`config.mk`:
```
export PLATFORM = sky130hd
export DESIGN_NAME = dee_access_ctl
export DESIGN_NICKNAME = d
export VERILOG_FILES = /design/src/rtl/dee_pkg.sv /design/src/rtl/dee_tmr_if.sv /design/src/rtl/dee_access_ctl.sv /design/src/rtl/dee_wr_timer.sv
export SDC_FILE = /design/constraint.sdc
export NUM_CORES = 1
export LEC_CHECK = 0
export BUFFER_PORTS_ARGS = -buffer_cell sky130_fd_sc_hd__buf_4
export CORE_MARGIN = 4
export CORE_UTILIZATION = 45
export DETAILED_ROUTE_END_ITERATION = 12
export HOLD_SLACK_MARGIN = 0.02
export PLACE_DENSITY = 0.69
export SYNTH_ARGS = -nofsm -noshare
export SYNTH_HDL_FRONTEND = slang
export SYNTH_SLANG_ARGS = --single-unit
```
`constraint.sdc`:
```
create_clock -name i_clk_sys -period 6.6 [get_ports i_clk_sys]
set_input_delay 0.33 -clock i_clk_sys [delete_from_list [all_inputs] [get_ports i_clk_sys]]
set_output_delay 0.33 -clock i_clk_sys [all_outputs]
set_load 0.02 [all_outputs]
```
`src/rtl/dee_pkg.sv`:
```
/*
 * Constants and state types for the data EEPROM access control block.
 * Assumes a single 20 MHz system clock and a byte-wide register write port.
 */
package dee_pkg;

    // ------------------------------------------------------------------
    // Clock and write cycle timing
    // ------------------------------------------------------------------
    localparam int unsigned CLK_FREQ_MHZ  = 20;
    localparam int unsigned WRITE_TIME_US = 4000;
    localparam int unsigned WRITE_CYC_DEF = WRITE_TIME_US * CLK_FREQ_MHZ;
    localparam int unsigned TMR_W         = 24;

    // ------------------------------------------------------------------
    // Register selects
    // ------------------------------------------------------------------
    localparam logic [2:0] SEL_ADDR_LOW  = 3'h0;
    localparam logic [2:0] SEL_ADDR_HIGH = 3'h1;
    localparam logic [2:0] SEL_CONTROL   = 3'h2;
    localparam logic [2:0] SEL_DATA      = 3'h3;
    localparam logic [2:0] SEL_UNLOCK    = 3'h4;
    localparam logic [2:0] SEL_STATUS    = 3'h5;

    // ------------------------------------------------------------------
    // Control and status fields
    // ------------------------------------------------------------------
    localparam int unsigned CTL_RD     = 0;
    localparam int unsigned CTL_WR     = 1;
    localparam int unsigned CTL_PERMIT = 2;
    localparam int unsigned CTL_ERASE  = 4;
    localparam int unsigned CTL_REG_LO = 6;
    localparam int unsigned CTL_REG_HI = 7;
    localparam logic [1:0]  REGION_EE  = 2'h0;
    localparam logic [7:0]  CTL_KEEP   = 8'hD4;
    localparam int unsigned STA_DONE   = 0;

    // ------------------------------------------------------------------
    // Memory geometry and reset values
    // ------------------------------------------------------------------
    localparam int unsigned EE_AW    = 10;
    localparam int unsigned EE_HI_W  = EE_AW - 8;
    localparam logic [7:0]  RST_BYTE = 8'h00;

    // ------------------------------------------------------------------
    // Default unlock keys
    // ------------------------------------------------------------------
    localparam logic [7:0] KEY1_DEF = 8'h55;
    localparam logic [7:0] KEY2_DEF = 8'hAA;

    // ------------------------------------------------------------------
    // State types
    // ------------------------------------------------------------------
    typedef enum logic [1:0] {
        UL_IDLE  = 2'b00,
        UL_KEY1  = 2'b01,
        UL_ARMED = 2'b10
    } dee_unlock_t;

    typedef struct packed {
        dee_unlock_t ul;
        logic [7:0]  addr_low;
        logic [7:0]  addr_high;
        logic [7:0]  ctrl;
        logic [7:0]  data;
        logic        done;
        logic        mem_we;
        logic        tmr_start;
    } dee_state_t;

    typedef struct packed {
        logic             run;
        logic [TMR_W-1:0] cnt;
        logic             done;
    } dee_tmr_state_t;

endpackage : dee_pkg

```
`src/rtl/dee_tmr_if.sv`:
```
/*
 * Start and finish signals between the access control and its write timer.
 * Assumes both ends run on the same clock.
 */
`timescale 1ns/1ns
interface dee_tmr_if;
    logic start;
    logic done;

    modport ctl (output start, input  done);
    modport tmr (input  start, output done);
endinterface : dee_tmr_if

```
`src/rtl/dee_access_ctl.sv`:
```
/*
 * Data EEPROM access control: address, data and control registers,
 * read strobe, unlock sequence and background byte write.
 * Assumes a byte array outside with a combinational read port on the
 * same clock, and register writes arriving as one-cycle strobes.
 */
// Operation
// - Addressed byte lands in data register for the next cycle.
// - Data register holds until next read or a software write.
// - Write starts only after the full unlock sequence, per byte.
// - Write trigger refused while program permit is clear.
// - Program permit is never cleared by hardware.
// - Permit and trigger set together does not start a write.
// - During a write, control, address and data writes are ignored.
// - Clearing permit during a write does not abort it.
// - Each byte write includes its own erase, no erase select needed.
// - Write runs in background without stalling the processor.
// - At write end, trigger clears and done flag sets.
// - Done flag stays set until software clears it.
`timescale 1ns/1ns
module dee_access_ctl
    import dee_pkg::*;
#(
    parameter logic [7:0]  UNLOCK_KEY1  = KEY1_DEF,
    parameter logic [7:0]  UNLOCK_KEY2  = KEY2_DEF,
    parameter int unsigned WRITE_CYCLES = WRITE_CYC_DEF
) (
    // Clock and reset
    input  wire logic             i_clk_sys,
    input  wire logic             i_rst,
    // Register write port
    input  wire logic             i_reg_we,
    input  wire logic [2:0]       i_reg_sel,
    input  wire logic [7:0]       i_reg_wdata,
    // Byte array
    input  wire logic [7:0]       i_mem_rdata,
    output logic      [EE_AW-1:0] o_mem_addr,
    output logic      [7:0]       o_mem_wdata,
    output logic                  o_mem_we,
    // Register views
    output logic      [7:0]       o_addr_low,
    output logic      [7:0]       o_addr_high,
    output logic      [7:0]       o_control,
    output logic      [7:0]       o_data_byte,
    output logic                  o_done_flag,
    output logic                  o_busy
);

    dee_state_t q;
    dee_state_t s;
    dee_tmr_if  tmr_if ();

    // ------------------------------------------------------------------
    // Decoding
    // ------------------------------------------------------------------
    function automatic logic sel_hit(input logic we, input logic [2:0] sel,
                                     input logic [2:0] want);
        sel_hit = we && (sel == want);
    endfunction : sel_hit

    function automatic logic key_hit(input logic we, input logic [2:0] sel,
                                     input logic [7:0] wdata, input logic [7:0] key);
        key_hit = sel_hit(we, sel, SEL_UNLOCK) && (wdata == key);
    endfunction : key_hit

    logic busy;
    logic ctl_wr;
    logic ee_region;
    logic wr_req;
    logic rd_req;
    logic start_ok;

    always_comb begin
        busy      = q.ctrl[CTL_WR];
        ctl_wr    = sel_hit(i_reg_we, i_reg_sel, SEL_CONTROL) && !busy;
        ee_region = (i_reg_wdata[CTL_REG_HI:CTL_REG_LO] == REGION_EE);
        wr_req    = ctl_wr && i_reg_wdata[CTL_WR];
        rd_req    = ctl_wr && i_reg_wdata[CTL_RD] && ee_region && !wr_req;
        // Permit must already be set from an earlier access
        start_ok  = wr_req && q.ctrl[CTL_PERMIT] && ee_region
                    && (q.ul == UL_ARMED);
    end

    // ------------------------------------------------------------------
    // Register strobes
    // ------------------------------------------------------------------
    logic key1_hit;
    logic key2_hit;
    logic addr_lo_wr;
    logic addr_hi_wr;
    logic data_wr;
    logic status_clr;

    always_comb begin
        key1_hit   = key_hit(i_reg_we, i_reg_sel, i_reg_wdata, UNLOCK_KEY1);
        key2_hit   = key_hit(i_reg_we, i_reg_sel, i_reg_wdata, UNLOCK_KEY2);
        // Holding registers lock while a write runs
        addr_lo_wr = sel_hit(i_reg_we, i_reg_sel, SEL_ADDR_LOW) && !busy;
        addr_hi_wr = sel_hit(i_reg_we, i_reg_sel, SEL_ADDR_HIGH) && !busy;
        data_wr    = sel_hit(i_reg_we, i_reg_sel, SEL_DATA) && !busy;
        status_clr = sel_hit(i_reg_we, i_reg_sel, SEL_STATUS)
                     && !i_reg_wdata[STA_DONE];
    end

    // ------------------------------------------------------------------
    // Next state
    // ------------------------------------------------------------------
    always_comb begin
        s           = q;
        s.mem_we    = 1'b0;
        s.tmr_start = 1'b0;

        // Unlock sequence, broken by any other access
        if (i_reg_we) begin
            case (q.ul)
                UL_IDLE: begin
                    if (key1_hit) begin
                        s.ul = UL_KEY1;
                    end else begin
                        s.ul = UL_IDLE;
                    end
                end
                UL_KEY1: begin
                    if (key2_hit) begin
                        s.ul = UL_ARMED;
                    end else begin
                        s.ul = UL_IDLE;
                    end
                end
                UL_ARMED: begin
                    s.ul = UL_IDLE;
                end
                default: begin
                    s.ul = UL_IDLE;
                end
            endcase
        end

        // Address and data holding registers
        if (addr_lo_wr) begin
            s.addr_low = i_reg_wdata;
        end
        if (addr_hi_wr) begin
            s.addr_high = i_reg_wdata;
        end
        if (data_wr) begin
            s.data = i_reg_wdata;
        end

        // Control register; read strobe is never stored
        if (ctl_wr) begin
            s.ctrl           = i_reg_wdata & CTL_KEEP;
            s.ctrl[CTL_WR]   = start_ok;
            s.tmr_start      = start_ok;
        end
        if (rd_req) begin
            s.data = i_mem_rdata;
        end

        // Done flag: software clears by writing zero
        if (status_clr) begin
            s.done = 1'b0;
        end

        // Write cycle end; set wins over a clear in the same cycle
        if (tmr_if.done) begin
            s.ctrl[CTL_WR] = 1'b0;
            s.done         = 1'b1;
            s.mem_we       = 1'b1;
        end
    end

    // ------------------------------------------------------------------
    // State register
    // ------------------------------------------------------------------
    always_ff @(posedge i_clk_sys or posedge i_rst) begin
        if (i_rst) begin
            q           <= '0;
            q.ul        <= UL_IDLE;
            q.addr_low  <= RST_BYTE;
            q.addr_high <= RST_BYTE;
            q.ctrl      <= RST_BYTE;
            q.data      <= RST_BYTE;
            q.done      <= 1'b0;
            q.mem_we    <= 1'b0;
            q.tmr_start <= 1'b0;
        end else begin
            q <= s;
        end
    end

    // ------------------------------------------------------------------
    // Write timer
    // ------------------------------------------------------------------
    assign tmr_if.start = q.tmr_start;

    dee_wr_timer #(
        .CYCLES (WRITE_CYCLES)
    ) u_timer (
        .i_clk_sys (i_clk_sys),
        .i_rst     (i_rst),
        .tmr       (tmr_if)
    );

    // ------------------------------------------------------------------
    // Outputs
    // ------------------------------------------------------------------
    assign o_mem_addr  = {q.addr_high[EE_HI_W-1:0], q.addr_low};
    assign o_mem_wdata = q.data;
    assign o_mem_we    = q.mem_we;
    assign o_addr_low  = q.addr_low;
    assign o_addr_high = q.addr_high;
    assign o_control   = q.ctrl;
    assign o_data_byte = q.data;
    assign o_done_flag = q.done;
    assign o_busy      = q.ctrl[CTL_WR];

endmodule : dee_access_ctl

```
`src/rtl/dee_wr_timer.sv`:
```
/*
 * Write cycle timer: counts a fixed number of clocks after a start pulse.
 * Assumes start is a one-cycle pulse that never arrives while running.
 */
`timescale 1ns/1ns
module dee_wr_timer
    import dee_pkg::*;
#(
    parameter int unsigned CYCLES = WRITE_CYC_DEF
) (
    // Clock and reset
    input  wire logic i_clk_sys,
    input  wire logic i_rst,
    // Control side
    dee_tmr_if.tmr    tmr
);

    dee_tmr_state_t q;
    dee_tmr_state_t s;

    // ------------------------------------------------------------------
    // Next state
    // ------------------------------------------------------------------
    always_comb begin
        s      = q;
        s.done = 1'b0;
        if (tmr.start) begin
            s.run = 1'b1;
            s.cnt = TMR_W'(CYCLES - 1);
        end else if (q.run) begin
            if (q.cnt == '0) begin
                s.run  = 1'b0;
                s.done = 1'b1;
            end else begin
                s.cnt = q.cnt - 1'b1;
            end
        end
    end

    // ------------------------------------------------------------------
    // State register
    // ------------------------------------------------------------------
    always_ff @(posedge i_clk_sys or posedge i_rst) begin
        if (i_rst) begin
            q <= '0;
        end else begin
            q <= s;
        end
    end

    assign tmr.done = q.done;

endmodule : dee_wr_timer

```
== Word level (Yosys, flattened, before mapping) ==
Cells that the tools add are included.

* $add $sub $neg: 1
* Equal/unequal tests: 10
* Multiplexer cells: 16
* Reductions and logical operators: 32

{| class="wikitable"
|+ Operator list
! operator !! count
|-
| 26-bit two-way mux || 1
|-
| 25-bit two-way mux || 1
|-
| 24-bit logical NOT || 1
|-
| 24-bit two-way mux || 1
|-
| 24-bit by 1-bit subtractor with 24-bit output (second input constant) || 1
|-
| 1-bit logical AND || 20
|-
| 8-bit two-way mux || 2
|-
| 8-bit by 7-bit equality test with 1-bit output (second input constant) || 1
|-
| 8-bit equality test (second input constant) || 1
|-
| 2-bit nonzero test || 4
|-
| 1-bit two-way mux || 7
|-
| 3-bit by 2-bit equality test with 1-bit output (second input constant) || 2
|-
| 3-bit equality test (second input constant) || 2
|-
| 2-bit two-way mux || 3
|-
| 2-bit logical NOT || 2
|-
| 2-bit case mux with 2 select lines || 1
|-
| 3-bit by 1-bit equality test with 1-bit output (second input constant) || 1
|-
| 1-bit logical NOT || 3
|-
| 3-bit logical NOT || 1
|-
| 2-bit by 1-bit equality test with 1-bit output (second input constant) || 1
|-
| 2-bit equality test (second input constant) || 1
|-
| 2-bit != test (second input constant) || 1
|-
| 2-bit AND reduction || 1
|}

* Register bits after elaboration: 60
* Input bits: 22
* Output and inout port bits: 53
* Word-level logic and storage cells: 71

== Depth between registers and ports, before layout ==
Gate-level depths: netlist of the first run.

* Depth after elaboration: 9
* Gate-level depth with buffers: 7
* Gate-level depth less buffers: 7

== Modules after synthesis ==
From an unflattened synthesis of the first run, not the netlist that was laid out.

* Cell total of the unflattened synthesis: 313
* Area, all modules: 3344.5 sq um

{| class="wikitable"
|+ Modules (own cells, without submodules)
! module !! times used !! cells each !! area each (sq um) !! seq. area each (sq um)
|-
| dee_access_ctl || 1 || 165 || 1870.5 || 850.8
|-
| dee_wr_timer || 1 || 148 || 1473.9 || 650.6
|}

== Worst setup path before layout of the first run ==
Ideal clock, no wire load.

* Kind: register to register
* Start point: register u_timer.q[3] (netlist bit)
* End point: register u_timer.q[7] (netlist bit)
* Library setup time: 0.132 ns
* Arrival: 2.163 ns
* Required time: 6.468 ns
* Setup slack: 4.306 ns
* Cell stages (with the launch flop): 7
* Path buffers: 1
* Period minus slack after synthesis: 2.294 ns
* Path through: dfrtp_1 > or4_1 > buf_2 > or4b_4 > o21ai_4 > nor3_1 > or3b_1

* Cells in the longest elaborated chain, start to end: 4
* Elaborated cells between the ends (all ways): 7
* Classes of those cells: 1 x add/sub; 1 x eq/ne; 3 x mux; 2 x reduce/logical

{| class="wikitable"
|+ Ends and longest elaborated chain
! element !! line !! source
|-
| from (decl) || dee_wr_timer.sv:18 || <nowiki>dee_tmr_state_t q;</nowiki>
|-
| from (signal assigned) || dee_wr_timer.sv:47 || <nowiki>q <= s;</nowiki>
|-
| 24-bit by 1-bit subtractor with 24-bit output || dee_wr_timer.sv:35 || <nowiki>s.cnt = q.cnt - 1'b1;</nowiki>
|-
| 24-bit two-way mux || dee_wr_timer.sv:31 || <nowiki>if (q.cnt == '0) begin</nowiki>
|-
| 26-bit two-way mux || dee_wr_timer.sv:30 || <nowiki>end else if (q.run) begin</nowiki>
|-
| 25-bit two-way mux || dee_wr_timer.sv:27 || <nowiki>if (tmr.start) begin</nowiki>
|}

Several ways; a longest one is shown, not always the timed one. The select of a mux whose other input is x is not followed.
A chain may end at the register's enable or synchronous reset.

== Worst setup path in the final report of the first run ==
* Start point: register u_timer.q[3] (netlist bit)
* End point: register u_timer.q[18] (netlist bit)

Same word-level chain as after synthesis.

==> results of run 1 <==
[power by group through the flow]
| stage | Combinational (µW) | Clock, µW | Sequential (µW) |
|---|---|---|---|
| 2_1_floorplan | 217 | 0 | 430 |
| 3_3_place_gp | 244 | 0 | 435 |
| 3_5_place_dp | 245 | 0 | 438 |
| 4_1_cts | 245 | 421 | 430 |
| 5_1_grt | 256 | 436 | 436 |
| 6_report | 243 | 411 | 430 |
[worst paths after layout]
kind | endpoint | slack, ns
max in group asynchronous | o_data_byte[4]$_DFFE_PP0P_ | 5.91
hold reg to reg | o_mem_we$_DFF_PP0_ | 0.41
hold / removal | o_data_byte[5]$_DFFE_PP0P_ | 0.21
min in group asynchronous | o_addr_low[4]$_DFFE_PP0P_ | 0.22
setup / recovery | u_timer.q[18]$_DFFE_PP0P_ | 4.13
setup reg to reg | u_timer.q[18]$_DFFE_PP0P_ | 4.13
[registers in the layout, summed over array words and instances, names as in the netlist, 2 cells and up]
| register | flops |
|---|---|
| o_addr_high | 8 |
| o_addr_low | 8 |
| o_data_byte | 8 |
| q | 2 |
| o_control | 5 |
| u_timer.q | 25 |
[cells in the final DEF, fill, tap and decap left out, drive strengths merged, types with 3 or more instances in the layout]
cell type  instances
a21oi             10
a22oi              4
buf               72
bufinv             3
clkbuf            10
conb               3
dfrtp             60
inv                6
mux2              21
mux2i              3
nand2             15
nand2b             8
nand3              5
nand4              6
nand4b             4
nor2              19
nor2b              5
nor3               5
nor3b              6
nor4               6
o21a               3
o21ai             11
or3               14
or3b               3
or4                3
xnor2              3
xor2               5
[stage by stage]
step           area, µm²  utilization
3_3_place_gp        3510        0.508
5_1_grt             3760        0.544
4_1_cts             3760        0.544
3_5_place_dp        3510        0.508
6_report            3760        0.544
2_1_floorplan       3240            -
[critical path, delay by kind of cell (launching register included)]
family	cells	cell delay (ns)
AND/OR/NAND/NOR	4	1.82
flip-flops	1	0.42
AO/OA/AOI/OAI	1	0.14
[synth_stat cells (all sizes together) (3+ instances only)]
master,n
dfrtp,60
buf,51
mux2,21
nor2,19
nand2,15
or3,14
o21ai,11
a21oi,10
nand2b,8
inv,6
nand4,6
nor3b,6
nor4,6
nand3,5
nor2b,5
nor3,5
xor2,5
a22oi,4
clkbuf,4
nand4b,4
mux2i,3
o21a,3
or3b,3
or4,3
xnor2,3
[area by class of cell]
type	count	area, µm²	share of cell area
Clock buffer	10	138	0.0366
Clock inverter	6	111	0.0296
Inverter	6	22.5	0.00600
Multi-Input combinational cell	187	1320	0.352
Sequential cell	60	1500	0.400
Tap cell	96	120	0.0320
Timing Repair Buffer	72	541	0.144
[logic make-up (layout without fill, tap and decap cells)]
logic type / Yosys count / in the layout / synth area share
other: 1 / 3 / 0.00116
AOI/OAI and AO/OA: 38 / 38 / 0.0766
buffers and inverters: 61 / 94 / 0.129
and+or+nand+nor: 112 / 112 / 0.217
adders and majority gates: 2 / 2 / 0.00774
xor gates and xnor gates: 8 / 8 / 0.0217
DFF: 60 / 60 / 0.464
muxes: 24 / 24 / 0.0824
[routing by layer]
metal,vias up,part of all wire
met5,-,0
met4,0,0.010
met3,6,0.070
met2,68,0.46
met1,1082,0.46
li1,1092,-
==> results.sh, run 1 <==
export IMPL_min_path_cells=3
export IMPL_cp_required_ns=6.85
export IMPL_path_cells="or4_1 > nor4b_4 > nand3_2 > or4_1 > a21oi_1"
export IMPL_grt_pass1_vias=2190
export IMPL_crit_type="reg -> reg"
export IMPL_crit_path_frequent_cell="or4_1"
export IMPL_async_reset_ff_frac=1.00
export IMPL_synth_area_leader_cell="dfrtp_1"
export IMPL_grt_use_met2=0.247
export IMPL_peakVddDrop_mv=0.0999
export IMPL_rr_startpoint="u_timer.q[3]$_DFFE_PP0P_"
export IMPL_dp_slack_ns=4.15
export IMPL_routed_via_count=2248
export IMPL_final_antenna_net_count=0
export IMPL_period_needed_ns=2.47
export IMPL_clk_latency_ns=0.34
export IMPL_p_int_uw=778
export IMPL_hold_ws_ns=0.215
export IMPL_grt_pass1_wl_um=10900
export IMPL_clock_power_share=0.379
export IMPL_startpoint_type="register"
export IMPL_rsz0062_at_grt="false"
export IMPL_cts_root_buffer="clkbuf_8"
export IMPL_ios=75
export IMPL_syn_area_mm2=0.00323
export IMPL_slowest_stage="or4_1"
export IMPL_rows=30
export IMPL_ys_types=53
export IMPL_die_area_mm2=0.00861
export IMPL_gp_congestion=0.776
export IMPL_crit_fanout=8
export IMPL_slew_headroom=0.411
export IMPL_cap_viol_max_count=0
export IMPL_synth_top_cell_area_share=0.464
export IMPL_avgViaCountPerCell=5.14
export IMPL_numPortBuffers=71
export IMPL_postSynthAreaPerCell_um2=10.6
export IMPL_cts_resized=0
export IMPL_p_per_area_mw_per_mm2=288
export IMPL_drt_total_wl_um=6440
export IMPL_initial_core_util=0.468
export IMPL_diodes=0
export IMPL_die_h_um=92.8
export IMPL_grt_max_degree=61
export IMPL_fmax_mhz=406
export IMPL_synth_enable_flop_cells=0
export IMPL_switchingPower_uw=305
export IMPL_fin_nets=360
export IMPL_track_usage=0.160
export IMPL_fillers=638
export IMPL_die_w_um=92.8
export IMPL_total_power_uw=1080
export IMPL_first_iter_violations=109
export IMPL_syn_to_final_growth_pct=16.1
export IMPL_slowest_delay_ns=0.67
export IMPL_numCtsBuffers=9
export IMPL_ys_warn_count=0
export IMPL_setup_viol=0
export IMPL_synth_seq_cells=60
export IMPL_htree_levels=3
export IMPL_grt_busiest_layer="met2"
export IMPL_clk_pin_slew_ns=0.07
export IMPL_fin_ws_ns=4.13
export IMPL_status="completed"
export IMPL_hp_start="i_mem_rdata[5]"
export IMPL_post_cts_setup_buffer_count=0
export IMPL_antenna_found_initial=0
export IMPL_cts_tree="done"
export IMPL_grtUsageMet1=0.212
export IMPL_p_leak_uw=0.00184
export IMPL_clk_path_buf_depth=2
export IMPL_hp_class="in -> reg"
export IMPL_slew_violations=0
export IMPL_seq_area_frac_synth=0.464
export IMPL_end_kind="register"
export IMPL_cp_arrival_ns=2.71
export IMPL_final_setup_tns_ns=0
export IMPL_p_comb_frac=0.224
export IMPL_worstMarginPinSlew_ns=0.884
export IMPL_dr_pass1_iters=4
export IMPL_holdBufCountCts=0
export IMPL_finalHoldViolCount=0
export IMPL_p_sw_frac=0.282
export IMPL_synthCells=306
export IMPL_wl_per_cell_um=14.7
export IMPL_use_met3=0.0552
export IMPL_dp_cells=421
export IMPL_dpl_hpwl_um=4530
export IMPL_cts_sinks=60
export IMPL_r2r_cells=5
export IMPL_final_layout_size_suffix_gt1_frac=0.349
export IMPL_ys_top_cells_by_area="dfrtp_1, buf_4, mux2_2"
export IMPL_period_share=0.374
export IMPL_startpoint="u_timer.q[3]$_DFFE_PP0P_"
export IMPL_core_area_mm2=0.00691
export IMPL_pwr_share_seq=0.397
export IMPL_dominantRegCellSynth="dfrtp_1"
export IMPL_gr_total_overflow=0
export IMPL_finalNonFillerCells=437
export IMPL_drc=0
export IMPL_finClkSkew_ns=0.00627
No activity file was read; power rests on OpenSTA's default activity.
==> inputs of run 2 (changes only) <==
- PLACE_DENSITY: 0.69 -> 0.71
- clock period: 6.6 -> 1.98 ns (I/O delays scaled with it)
==> run 2 against run 1 <==
  * The flow now finishes with violations (setup timing)
  * Total power grew to 3.0 times the previous value
  * Clock-buffer cell count rose by 1
  * Design area is 13% higher
  * Critical endpoint unchanged
  * Critical path type unchanged
  * Largest cell class unchanged
  * Via count increased by 11%
  * Largest power group unchanged
==> results.sh, run 2 (synthesis gave the netlist of run 1 again) <==
export IMPL_final_setup_tns_ns=-4.52
export IMPL_startpoint_type="register"
export IMPL_grt_pass1_wl_um=11900
export IMPL_syn_to_final_growth_pct=31.6
export IMPL_end_kind="register"
export IMPL_mostFrequentLayoutCells="buf_4, dfrtp_1, mux2_2"
export IMPL_grt_pass1_vias=2474
export IMPL_dr_pass1_iters=4
export IMPL_routed_via_count=2494
export IMPL_slew_violations=0
export IMPL_gr_total_overflow=0
export IMPL_htree_levels=3
export IMPL_numCtsBuffers=9
export IMPL_cp_required_ns=2.23
export IMPL_wl_per_cell_um=15.1
export IMPL_cap_viol_max_count=0
export IMPL_hold_ws_ns=0.0509
export IMPL_grt_max_degree=39
export IMPL_peakVddDrop_mv=0.309
export IMPL_fmax_mhz=441
export IMPL_drc=0
export IMPL_finClkSkew_ns=0.00929
export IMPL_first_iter_violations=78
export IMPL_hp_class="in -> reg"
export IMPL_rsz0062_at_grt="true"
export IMPL_cp_arrival_ns=2.52
export IMPL_worstMarginPinSlew_ns=0.723
export IMPL_largest_reg_flops=25
export IMPL_setup_viol=25
export IMPL_avgViaCountPerCell=5.14
export IMPL_crit_type="reg -> reg"
export IMPL_cts_tree="done"
export IMPL_clk_path_buf_depth=2
export IMPL_finalHoldViolCount=0
export IMPL_track_usage=0.174
export IMPL_initial_core_util=0.468
export IMPL_dpl_hpwl_um=5020
export IMPL_diodes=0
export IMPL_failed_checks="setup timing"
export IMPL_final_antenna_net_count=0
export IMPL_gp_congestion=0.842
export IMPL_path_cells="or4_4 > buf_6 > nor4b_4 > nand3_2 > or4_4 > a21oi_2"
export IMPL_crit_fanout=6
export IMPL_p_leak_uw=0.00208
export IMPL_regMostFlops="u_timer.q"
export IMPL_crit_path_frequent_cell="or4_4"
export IMPL_grt_use_met2=0.289
export IMPL_ios=75
export IMPL_cts_sinks=60
export IMPL_drt_total_wl_um=7310
export IMPL_use_met3=0.0455
export IMPL_clk_latency_ns=0.34
export IMPL_die_h_um=92.8
export IMPL_final_layout_size_suffix_gt1_frac=0.465
export IMPL_total_power_uw=3250
export IMPL_slowest_stage="or4_4"
export IMPL_slew_headroom=0.518
export IMPL_final_core_util=0.616
export IMPL_clk_pin_slew_ns=0.07
export IMPL_period_share=1.15
export IMPL_die_w_um=92.8
export IMPL_slowest_delay_ns=0.55
export IMPL_final_area_mm2=0.00426
export IMPL_numPortBuffers=71
export IMPL_period_needed_ns=2.27
export IMPL_rows=30
export IMPL_fin_ws_ns=-0.290
export IMPL_fillers=590
export IMPL_cts_root_buffer="clkbuf_8"
export IMPL_status="finished with violations"
export IMPL_antenna_found_initial=0
export IMPL_dpl_cell_area_mm2=0.00377
export IMPL_grtUsageMet1=0.223
export IMPL_fin_nets=409
export IMPL_core_area_mm2=0.00691
export IMPL_p_per_area_mw_per_mm2=765
export IMPL_die_area_mm2=0.00861
export IMPL_grt_busiest_layer="met2"
export IMPL_final_common_cell="buf_4"
[run 2: layout make-up]
type	count	area, µm²	area share
inverters	6	22.5	0.00529
multi-input cells	187	1460	0.344
well taps	96	120	0.0282
clock buffers	11	151	0.0356
clock inverters	4	25.0	0.00588
repair buffers	121	971	0.228
flip-flops and latches	60	1500	0.353
[run 2: final timing paths]
path,startpoint,to,slack (ns),depth (start not counted)
max,u_timer.q[6]$_DFFE_PP0P_,u_timer.q[18]$_DFFE_PP0P_,-0.29,6
min,i_reg_wdata[3],o_data_byte[3]$_DFFE_PP0P_,0.05,3
max reg2reg,u_timer.q[6]$_DFFE_PP0P_,u_timer.q[18]$_DFFE_PP0P_,-0.29,6
min reg2reg,u_timer.tmr.done$_DFF_PP0_,o_mem_we$_DFF_PP0_,0.41,0
max in group asynchronous,i_rst,u_timer.q[25]$_DFF_PP0_,1.06,4
min in group asynchronous,i_rst,o_addr_high[2]$_DFFE_PP0P_,0.35,3
[run 2: through the flow]
| stage | cells | setup slack [ns] |
|---|---|---|
| CTS | 480 | -0.259 |
| global placement | 453 | -0.243 |
| detailed placement | 453 | -0.295 |
| floorplan | 308 | -0.288 |
| global route | 485 | -0.385 |
| finish | 485 | -0.290 |
[run 2: repair_timing]
item,CTS,global route
pin swaps,18,12
hold endpoints to repair,30,0
hold buffers,8,0
setup buffers,4,5
endpoints found under the setup margin,25,25
resized for setup,18,17
[run 2: where the power goes]
group          switching [µW]  internal, µW  total (µW)
Sequential               82.0          1350        1430
Clock                     482           510         992
Combinational             444           387         830
Total                    1010          2250        3250
[run 2: worst max-delay path, delay by kind of cell (launching register included)]
family                 cells  cell delay, ns
and+or+nand+nor            4            1.53
DFF                        1            0.39
buffers and inverters      1            0.14
AOI/OAI and AO/OA          1            0.13
[run 2: layer usage]
| metal | share of wire | up-vias |
|---|---|---|
| li1 | - | 1193 |
| met1 | 0.42 | 1224 |
| met2 | 0.50 | 69 |
| met3 | 0.058 | 8 |
| met4 | 0.012 | 0 |
| met5 | 0 | - |
